`src/pin_config_pkg.sv`:
```
// What this block does
// RQ1 - port 6 pull-up drops only for push-pull output or alternative function
// RQ2 - port 6 drive type register: bit per pin, 0 push-pull, 1 open-drain
// RQ3 - port 7 pins 7..4 set by upper config register, two bits each
// RQ4 - port 7 pins 3..0 set by lower config register, two bits each
// RQ5 - port 7 field: 00 input, 11 driven output, 10 lcd segment output
// RQ6 - software never writes code 01 into a port 7 field
// RQ7 - software reaches the port 7 config registers by register addressing only
// RQ8 - push-pull or open-drain choice acts only while the port 6 pin drives
package pin_config_pkg;
	localparam int                 ADDR_W            = 10;
	localparam int                 DATA_W            = 32;
	localparam int                 REG_W             = 8;
	localparam int                 IDX_W             = 8;
	// word indices; byte address is four times the index
	localparam logic [IDX_W-1:0]   IDX_P7_UPPER      = 8'h1C;
	localparam logic [IDX_W-1:0]   IDX_P7_LOWER      = 8'h1D;
	localparam logic [IDX_W-1:0]   IDX_P6_DRIVE      = 8'hF5;
	localparam logic [IDX_W-1:0]   IDX_P7_DATA       = 8'h20;
	localparam logic [IDX_W-1:0]   IDX_P7_PINS       = 8'h21;
	localparam logic [REG_W-1:0]   RST_P7_UPPER      = 8'h00;
	localparam logic [REG_W-1:0]   RST_P7_LOWER      = 8'h00;
	localparam logic [REG_W-1:0]   RST_P6_DRIVE      = 8'h00;
	localparam logic [REG_W-1:0]   RST_P7_DATA       = 8'h00;
	localparam logic [1:0]         CODE_INPUT        = 2'h0;
	localparam logic [1:0]         CODE_RESERVED     = 2'h1;
	localparam logic [1:0]         CODE_LCD          = 2'h2;
	localparam logic [1:0]         CODE_OUTPUT       = 2'h3;
	localparam logic               DRIVE_PUSH_PULL   = 1'h0;
	localparam logic               DRIVE_OPEN_DRAIN  = 1'h1;

	typedef enum logic [0:0] {
		RD_IDLE   = 1'h0,
		RD_ANSWER = 1'h1
	} rd_state_t;
endpackage

```
`src/port_six_seven_pin_config.sv`:
```
`timescale 1ns/100ps
`default_nettype none
module port_six_seven_pin_config (
	// clock and reset
	input  wire logic                                clock,
	input  wire logic                                nrst,
	// avalon-mm slave
	input  wire logic [pin_config_pkg::ADDR_W-1:0]   avs_address,
	input  wire logic                                avs_read,
	input  wire logic                                avs_write,
	input  wire logic [pin_config_pkg::DATA_W-1:0]   avs_writedata,
	input  wire logic [3:0]                          avs_byteenable,
	output logic      [pin_config_pkg::DATA_W-1:0]   avs_readdata,
	output logic                                     avs_waitrequest,
	// port 6 pin state from its other control registers
	input  wire logic [7:0]                          port6_out_data,
	input  wire logic [7:0]                          port6_out_en,
	input  wire logic [7:0]                          port6_alt_en,
	input  wire logic [7:0]                          port6_pullup_en,
	// port 6 pads
	output logic      [7:0]                          port6_pad_out,
	output logic      [7:0]                          port6_pad_oe,
	output logic      [7:0]                          port6_pullup_on,
	// lcd segment sources for port 7
	input  wire logic                                lcd_segment_36,
	input  wire logic                                lcd_segment_37,
	input  wire logic                                lcd_segment_38,
	input  wire logic                                lcd_segment_39,
	input  wire logic                                lcd_segment_40,
	input  wire logic                                lcd_segment_41,
	input  wire logic                                lcd_segment_42,
	input  wire logic                                lcd_segment_43,
	// port 7 pads
	input  wire logic [7:0]                          port7_pad_in,
	output logic      [7:0]                          port7_pad_out,
	output logic      [7:0]                          port7_pad_oe
);
	logic [7:0]                            port7_upper_config_reg_r;
	logic [7:0]                            port7_upper_config_reg_nxt;
	logic [7:0]                            port7_lower_config_reg_r;
	logic [7:0]                            port7_lower_config_reg_nxt;
	logic [7:0]                            port6_drive_type_reg_r;
	logic [7:0]                            port6_drive_type_reg_nxt;
	logic [7:0]                            port7_data_r;
	logic [7:0]                            port7_data_nxt;
	logic [pin_config_pkg::DATA_W-1:0]     readdata_r;
	logic [pin_config_pkg::DATA_W-1:0]     readdata_nxt;
	pin_config_pkg::rd_state_t             rd_state_r;
	pin_config_pkg::rd_state_t             rd_state_nxt;
	logic [pin_config_pkg::IDX_W-1:0]      word_idx;
	logic                                  wr_lane0;
	logic [15:0]                           p7_config;
	logic [7:0]                            p7_drive_port;
	logic [7:0]                            p7_drive_lcd;
	logic [7:0]                            lcd_segments;
	logic [7:0]                            p6_out_r;
	logic [7:0]                            p6_out_nxt;
	logic [7:0]                            p6_oe_r;
	logic [7:0]                            p6_oe_nxt;
	logic [7:0]                            p6_pull_r;
	logic [7:0]                            p6_pull_nxt;
	logic [7:0]                            p7_out_r;
	logic [7:0]                            p7_out_nxt;
	logic [7:0]                            p7_oe_r;
	logic [7:0]                            p7_oe_nxt;

	// bus decode
	assign word_idx = avs_address[pin_config_pkg::ADDR_W-1:2];
	assign wr_lane0 = avs_write & avs_byteenable[0];
	assign avs_waitrequest = avs_read & (rd_state_r == pin_config_pkg::RD_IDLE);
	assign avs_readdata    = readdata_r;

	always_comb begin
		port7_upper_config_reg_nxt = port7_upper_config_reg_r;
		port7_lower_config_reg_nxt = port7_lower_config_reg_r;
		port6_drive_type_reg_nxt   = port6_drive_type_reg_r;
		port7_data_nxt             = port7_data_r;
		if (wr_lane0) begin
			unique case (word_idx)
				pin_config_pkg::IDX_P7_UPPER: port7_upper_config_reg_nxt = avs_writedata[7:0]; // RQ3
				pin_config_pkg::IDX_P7_LOWER: port7_lower_config_reg_nxt = avs_writedata[7:0]; // RQ4
				pin_config_pkg::IDX_P6_DRIVE: port6_drive_type_reg_nxt   = avs_writedata[7:0]; // RQ2
				pin_config_pkg::IDX_P7_DATA:  port7_data_nxt             = avs_writedata[7:0];
				default:                      port7_data_nxt             = port7_data_r;
			endcase
		end
	end

	// read answer one cycle after the request
	always_comb begin
		rd_state_nxt = pin_config_pkg::RD_IDLE;
		readdata_nxt = readdata_r;
		unique case (rd_state_r)
			pin_config_pkg::RD_IDLE: begin
				if (avs_read) begin
					rd_state_nxt = pin_config_pkg::RD_ANSWER;
					readdata_nxt = '0;
					unique case (word_idx)
						pin_config_pkg::IDX_P7_UPPER: readdata_nxt[7:0] = port7_upper_config_reg_r;
						pin_config_pkg::IDX_P7_LOWER: readdata_nxt[7:0] = port7_lower_config_reg_r;
						pin_config_pkg::IDX_P6_DRIVE: readdata_nxt[7:0] = port6_drive_type_reg_r;
						pin_config_pkg::IDX_P7_DATA:  readdata_nxt[7:0] = port7_data_r;
						pin_config_pkg::IDX_P7_PINS:  readdata_nxt[7:0] = port7_pad_in;
						default:                      readdata_nxt      = '0;
					endcase
				end
			end
			pin_config_pkg::RD_ANSWER: rd_state_nxt = pin_config_pkg::RD_IDLE;
		endcase
	end

	always_ff @(posedge clock or negedge nrst) begin
		if (!nrst) begin
			port7_upper_config_reg_r <= pin_config_pkg::RST_P7_UPPER;
			port7_lower_config_reg_r <= pin_config_pkg::RST_P7_LOWER;
			port6_drive_type_reg_r   <= pin_config_pkg::RST_P6_DRIVE;
			port7_data_r             <= pin_config_pkg::RST_P7_DATA;
			readdata_r               <= '0;
			rd_state_r               <= pin_config_pkg::RD_IDLE;
		end else begin
			port7_upper_config_reg_r <= port7_upper_config_reg_nxt;
			port7_lower_config_reg_r <= port7_lower_config_reg_nxt;
			port6_drive_type_reg_r   <= port6_drive_type_reg_nxt;
			port7_data_r             <= port7_data_nxt;
			readdata_r               <= readdata_nxt;
			rd_state_r               <= rd_state_nxt;
		end
	end

	// port 7 field decode, pin i uses config bits 2i+1..2i
	assign p7_config    = {port7_upper_config_reg_r, port7_lower_config_reg_r}; // RQ3 RQ4
	assign lcd_segments = {lcd_segment_43, lcd_segment_42, lcd_segment_41, lcd_segment_40,
	                       lcd_segment_39, lcd_segment_38, lcd_segment_37, lcd_segment_36};

	genvar gi;
	generate
		for (gi = 0; gi < 8; gi++) begin : g_p7_pin
			pin_mode_decode u_decode (
				.code       (p7_config[2*gi+1:2*gi]),
				.drive_port (p7_drive_port[gi]),
				.drive_lcd  (p7_drive_lcd[gi])
			);
		end
	endgenerate

	// pad drive
	always_comb begin
		p7_oe_nxt  = p7_drive_port | p7_drive_lcd; // RQ5
		p7_out_nxt = (p7_drive_port & port7_data_r) | (p7_drive_lcd & lcd_segments); // RQ5
		p6_out_nxt = port6_out_data;
		p6_oe_nxt  = port6_out_en & (~port6_drive_type_reg_r | ~port6_out_data); // RQ2 RQ8
		p6_pull_nxt = port6_pullup_en
			& ~((port6_out_en & ~port6_drive_type_reg_r) | port6_alt_en); // RQ1
	end

	always_ff @(posedge clock or negedge nrst) begin
		if (!nrst) begin
			p7_out_r  <= '0;
			p7_oe_r   <= '0;
			p6_out_r  <= '0;
			p6_oe_r   <= '0;
			p6_pull_r <= '0;
		end else begin
			p7_out_r  <= p7_out_nxt;
			p7_oe_r   <= p7_oe_nxt;
			p6_out_r  <= p6_out_nxt;
			p6_oe_r   <= p6_oe_nxt;
			p6_pull_r <= p6_pull_nxt;
		end
	end

	assign port7_pad_out   = p7_out_r;
	assign port7_pad_oe    = p7_oe_r;
	assign port6_pad_out   = p6_out_r;
	assign port6_pad_oe    = p6_oe_r;
	assign port6_pullup_on = p6_pull_r;

	// checks
	property p_p6_pullup;
		@(posedge clock) disable iff (!nrst)
		1'b1 |=> port6_pullup_on == ($past(port6_pullup_en) & ~(($past(port6_out_en)
			& ~$past(port6_drive_type_reg_r)) | $past(port6_alt_en)));
	endproperty
	a_p6_pullup: assert property (p_p6_pullup) else $error("port 6 pull-up wrong"); // RQ1

	property p_p6_drive_write;
		@(posedge clock) disable iff (!nrst)
		(wr_lane0 && word_idx == pin_config_pkg::IDX_P6_DRIVE)
			|=> port6_drive_type_reg_r == $past(avs_writedata[7:0]);
	endproperty
	a_p6_drive_write: assert property (p_p6_drive_write) else $error("drive type not stored"); // RQ2

	property p_p6_open_drain;
		@(posedge clock) disable iff (!nrst)
		(port6_out_en[0] && port6_drive_type_reg_r[0] && port6_out_data[0]) |=> !port6_pad_oe[0];
	endproperty
	a_p6_open_drain: assert property (p_p6_open_drain) else $error("open-drain drove high"); // RQ2

	property p_p6_input;
		@(posedge clock) disable iff (!nrst)
		!port6_out_en[3] |=> !port6_pad_oe[3];
	endproperty
	a_p6_input: assert property (p_p6_input) else $error("input pin driven"); // RQ8

	property p_p7_upper_out;
		@(posedge clock) disable iff (!nrst)
		(port7_upper_config_reg_r[7:6] == pin_config_pkg::CODE_OUTPUT)
			|=> port7_pad_oe[7] && port7_pad_out[7] == $past(port7_data_r[7]);
	endproperty
	a_p7_upper_out: assert property (p_p7_upper_out) else $error("pin 7 not output"); // RQ3

	property p_p7_lower_lcd;
		@(posedge clock) disable iff (!nrst)
		(port7_lower_config_reg_r[1:0] == pin_config_pkg::CODE_LCD)
			|=> port7_pad_oe[0] && port7_pad_out[0] == $past(lcd_segment_36);
	endproperty
	a_p7_lower_lcd: assert property (p_p7_lower_lcd) else $error("pin 0 not lcd"); // RQ4

	property p_p7_input;
		@(posedge clock) disable iff (!nrst)
		(port7_upper_config_reg_r[1:0] == pin_config_pkg::CODE_INPUT) ##1
			(port7_upper_config_reg_r[1:0] == pin_config_pkg::CODE_INPUT) |=> !port7_pad_oe[4];
	endproperty
	a_p7_input: assert property (p_p7_input) else $error("pin 4 input driven"); // RQ5

	property p_read_answer;
		@(posedge clock) disable iff (!nrst)
		(avs_read && avs_waitrequest) |=> (avs_read -> !avs_waitrequest);
	endproperty
	a_read_answer: assert property (p_read_answer) else $error("read answer late");
endmodule // port_six_seven_pin_config
`default_nettype wire

```
`src/pin_mode_decode.sv`:
```
`timescale 1ns/100ps
`default_nettype none
module pin_mode_decode (
	// field
	input  wire logic [1:0] code,
	// decoded mode
	output logic            drive_port,
	output logic            drive_lcd
);
	always_comb begin
		drive_port = 1'b0;
		drive_lcd  = 1'b0;
		unique case (code)
			pin_config_pkg::CODE_OUTPUT:   drive_port = 1'b1; // RQ5
			pin_config_pkg::CODE_LCD:      drive_lcd  = 1'b1; // RQ5
			pin_config_pkg::CODE_INPUT:    drive_port = 1'b0; // RQ5
			pin_config_pkg::CODE_RESERVED: drive_port = 1'b0;
		endcase
	end
endmodule // pin_mode_decode
`default_nettype wire

```
`config.mk`:
```
export PLATFORM = sky130hd
export DESIGN_NAME = port_six_seven_pin_config
export DESIGN_NICKNAME = d
export VERILOG_FILES = /design/src/pin_config_pkg.sv /design/src/port_six_seven_pin_config.sv /design/src/pin_mode_decode.sv
export SDC_FILE = /design/constraint.sdc
export NUM_CORES = 1
export LEC_CHECK = 0
export BUFFER_PORTS_ARGS = -buffer_cell sky130_fd_sc_hd__buf_2
export CELL_PAD_IN_SITES_DETAIL_PLACEMENT = 1
export CELL_PAD_IN_SITES_GLOBAL_PLACEMENT = 1
export CORE_ASPECT_RATIO = 0.7
export CORE_MARGIN = 3
export CORE_UTILIZATION = 30
export DETAILED_ROUTE_END_ITERATION = 7
export PLACE_DENSITY_LB_ADDON = 0.2
export SLEW_MARGIN = 20
export SYNTH_ARGS = -nofsm -noshare
export SYNTH_HDL_FRONTEND = slang
export SYNTH_SLANG_ARGS = --single-unit
```
`constraint.sdc`:
```
create_clock -name clock -period 1.6 [get_ports clock]
set_input_delay 0.16 -clock clock [delete_from_list [all_inputs] [get_ports clock]]
set_output_delay 0.16 -clock clock [all_outputs]
set_load 0.02 [all_outputs]
```
Word-level counts from Yosys, hierarchy flattened
Index checks and enable logic that the tools add are counted.
Storage, ports and cells
  register bits: 81
  input port bits: 98
  output and inout port bits: 73
  word-level logic and storage cells: 71
Cells by class
  equal/unequal tests: 21
  muxes and demuxes: 19
  bitwise operators: 15
  reduce and logical (&&, ||, !) cells: 5
Operators with widths (count)
  $and 8x8->8: 5
  $pmux 8 s5: 1
  $eq 2x2->1 const B: 16
  $or 8x8->8: 4
  $not 8->8: 3
  $mux 1: 17
  $eq 8x5->1 const B: 2
  $eq 8x6->1 const B: 2
  $reduce_and 2->1: 5
  $eq 8x8->1 const B: 1
  $and 1x1->1: 2
  $pmux 1 s2: 1
  $not 1->1: 1

Depth between registers and ports, before layout
  depth after elaboration: 5
  depth in mapped cells: 6
  mapped depth without buffers: 4

Hierarchy
From an unflattened synthesis, not the netlist that was laid out.
Second synthesis, totals
  cells, all modules: 271
  area, all modules: 3525.9 um2
By module, submodules not included
  port_six_seven_pin_config: instances 1, cells each 255, area an instance 3395.8 um2, sequential area each 2026.9 um2
  pin_mode_decode: instances 8, cells each 2, area an instance 16.3 um2, sequential area each 0.0 um2

Worst setup path before layout
Ideal clock, no wire load.
  kind: input to register
  start point: input avs_address[7] in the netlist's numbering
  end point: register port7_upper_config_reg_r[0]
  library setup time: 0.125 ns
  data arrival time: 1.392 ns
  required time: 1.475 ns
  path slack: 0.083 ns
  stages: 5
  path buffers: 1
  cell sequence: and4b_1 buf_6 nand2_4 nor4_4 mux2_2
Between the ends
  longest elaborated chain between the ends: 2
Ends and longest elaborated chain
  from (decl): line port_six_seven_pin_config.sv:8  | input wire logic [pin_config_pkg::ADDR_W-1:0] avs_address,
  $eq 8x5->1: line port_six_seven_pin_config.sv:79  | unique case (word_idx)
  $reduce_and 2->1 (no source line)
  to (signal assigned): line port_six_seven_pin_config.sv:114  | port7_upper_config_reg_r <= pin_config_pkg::RST_P7_UPPER;
  to (signal assigned): line port_six_seven_pin_config.sv:121  | port7_upper_config_reg_r <= port7_upper_config_reg_nxt;
  to (decl): line port_six_seven_pin_config.sv:38  | logic [7:0] port7_upper_config_reg_r;
No other way between the ends.
A chain may end at the register's enable or synchronous reset.

Worst setup path in the final report
  start point: input avs_address[7] in the netlist's numbering
  end point: register port7_upper_config_reg_r[4]
Same word-level chain as after synthesis.

==> impl_metrics.env <==
export IMPL_status="complete, no violations"
export IMPL_regToRegSetupSlack_ns=0.50
export IMPL_cts_root_buf="clkbuf_16"
export IMPL_regArea_um2=2030
export IMPL_cts_sinks=81
export IMPL_final_area_um2=4790
export IMPL_num_antenna_cells=0
export IMPL_criticalPathCategory="in2reg"
export IMPL_required_ns=1.82
export IMPL_cp_arrival_ns=1.50
export IMPL_syn_avg_cell_area_um2=13.1
export IMPL_place_gp_congestion=0.806
export IMPL_grt_pass1_wl_um=15300
export IMPL_viasPerCell=4.47
export IMPL_postRouteAntennaNets=0
export IMPL_timing_fmax_ghz=0.777
export IMPL_cp_max_fo=4
export IMPL_reg2regPathDepth=4
export IMPL_portBuffers=117
export IMPL_place_inst=544
export IMPL_clk_latency_ns=0.33
export IMPL_grtUsageTotal_pct=15.2
export IMPL_setup_ws_ns=0.314
export IMPL_num_io_pins=171
export IMPL_synth_cell_types=33
export IMPL_nNetsFinal=517
export IMPL_first_pass_iters=4
export IMPL_multi_input_area_um2=1330
export IMPL_finalMaxSlewViolations=0
export IMPL_cts_hold_buf=17
export IMPL_cts_tree="built"
export IMPL_path_clk_slew_ns=0.06
export IMPL_die_x_um=136
export IMPL_endpoint_kind="register"
export IMPL_hold_slack_ns=0.0735
export IMPL_cts_resized_gates=0
export IMPL_leakagePower_uw=0.00242
export IMPL_synth_seq_cells=81
export IMPL_syn_to_final_growth_pct=35.8
export IMPL_hold_viol_final=0
export IMPL_setup_violations=0
export IMPL_power_density_nw_per_um2=1020
export IMPL_start_util_pct=31.4
export IMPL_cp_start_kind="input pin"
export IMPL_ys_warn_count=0
export IMPL_die_y_um=96.8
export IMPL_cts_buffers=9
export IMPL_dpl_instance_area_um2=4310
export IMPL_drc=0
export IMPL_ctsHtreeMaxLevel=3
export IMPL_layout_cells_non_filler=577
export IMPL_wirelength_um=9700
export IMPL_drt_iter0_markers=51
export IMPL_hold_depth=2
export IMPL_num_rows=32
export IMPL_drv_cap=0
export IMPL_antenna_found_initial=3
export IMPL_cts_setup_buffers=0
export IMPL_ys_seq_area_share_pct=57.4
export IMPL_cts_buffer_depth=2
export IMPL_synth_area_um2=3530
export IMPL_syn_inst=269
export IMPL_die_area_um2=13100
export IMPL_via_count=2577
export IMPL_dp_slack_ns=-0.0519
export IMPL_post_dp_hpwl_um=7370
export IMPL_drive_gt1_share_pct=47.9
export IMPL_startpoint="avs_address[7]"
export IMPL_overflow=0
export IMPL_wl_per_cell_um=16.8
export IMPL_grt_max_degree=39
export IMPL_hp_start="port6_pullup_en[1]"
export IMPL_final_period_utilization_pct=80.4
export IMPL_max_vdd_ir_drop_uv=504
export IMPL_hold_path_class="in2reg"
export IMPL_period_needed_ns=1.29
export IMPL_skew_ns=0.00242
export IMPL_fin_util_pct=42.6
export IMPL_r2r_start="port7_upper_config_reg_r[7]"
export IMPL_core_um2=11300
export IMPL_fillers=1238
export IMPL_grt_pass1_vias=2847
export IMPL_rsz0062_at_grt="false"
-- cells in the final DEF (no fill, tap or decap), types with 2 or more instances in the layout --
| master | instances |
|---|---|
| a32oi_1 | 2 |
| dlygate4sd3_1 | 17 |
| a31oi_1 | 7 |
| bufinv_16 | 2 |
| nand2_1 | 4 |
| clkbuf_1 | 2 |
| mux2i_1 | 8 |
| buf_2 | 116 |
| clkbuf_16 | 9 |
| nor4_4 | 3 |
| conb_1 | 24 |
| buf_4 | 21 |
| dfrtp_1 | 81 |
| nor2_1 | 9 |
| nand3_1 | 11 |
| a21o_1 | 8 |
| mux2_2 | 41 |
| a21boi_0 | 8 |
| nor3b_1 | 8 |
| clkinvlp_4 | 2 |
| nand4_1 | 6 |
| nor2b_1 | 18 |
| a22oi_1 | 4 |
-- cell type report --
| cell class | instances | area share, % |
|---|---|---|
| sequential | 81 | 42.3 |
| multi-input combinational | 172 | 27.8 |
| timing repair buffer | 155 | 19.4 |
| clock buffer | 11 | 4.86 |
| tap | 153 | 3.99 |
| clock inverter | 5 | 1.67 |
-- synth_stat cells (all sizes together) --
cell type / count / area, um^2
a21boi: 8 / 60.1
a21o: 8 / 60.1
a22oi: 4 / 30.0
a31oi: 7 / 43.8
a32oi: 2 / 17.5
a41oi: 1 / 8.76
and2: 1 / 7.51
and3: 1 / 6.26
and4b: 1 / 10.0
buf: 28 / 205
clkbuf: 11 / 51.3
conb: 1 / 3.75
dfrtp: 81 / 2030
mux2: 41 / 462
mux2i: 8 / 80.1
nand2: 5 / 26.3
nand2b: 2 / 20.0
nand3: 11 / 55.1
nand4: 6 / 37.5
nand4b: 1 / 15.0
nor2: 10 / 40.0
nor2b: 18 / 113
nor3: 2 / 26.3
nor3b: 8 / 60.1
nor4: 3 / 63.8
-- power breakdown --
group / internal [uW] / total [uW] / switching (uW)
Sequential: 2130 / 2180 / 44.1
Clock: 1360 / 2160 / 796
Combinational: 223 / 561 / 338
Total: 3720 / 4900 / 1180
-- registers in the layout, summed over array words and instances (netlist names) --
register and count:
rd_state_r 1, avs_readdata 8, port7_pad_out 8, port6_drive_type_reg_r 8, port7_data_r 8, port6_pad_out 8, port6_pullup_on 8, port6_pad_oe 8
port7_pad_oe 8, port7_upper_config_reg_r 8, port7_lower_config_reg_r 8
-- per-layer routing --
layer	wire, um	track usage, %	vias to the layer above
met1	4240	19.3	1256
met5	47	0	-
li1	-	-	1205
met3	763	5.93	20
met4	118	3.87	6
met2	4530	24.5	90
-- cells by family after synthesis --
logic type | after synthesis | synth area share (%)
muxes | 49 | 15.3
AOI/OAI and AO/OA | 30 | 6.24
DFF | 81 | 57.4
other | 1 | 0.106
and+or+nand+nor | 69 | 13.6
buffers and inverters | 39 | 7.27
-- through the flow --
stage	TNS, ns	power (uW)
finish	0	4900
global route	0	5150
CTS	0	4980
detailed placement	-0.288	2750
global placement	0	2740
floorplan	0	2530
-- critical path, cell delays in order --
cell     delay, ns
buf_2         0.10
and4b_1       0.33
nand2_4       0.09
nor4_4        0.27
buf_4         0.21
mux2_2        0.34
-- final timing paths --
check,to
setup / recovery,port7_upper_config_reg_r[4]
hold / removal,port6_pullup_on[1]
setup reg to reg,avs_readdata[7]
hold reg to reg,port7_pad_oe[3]
max in group asynchronous,port6_drive_type_reg_r[2]
min in group asynchronous,port6_pad_out[4]
Note: power is estimated with default switching activity, not from simulation.
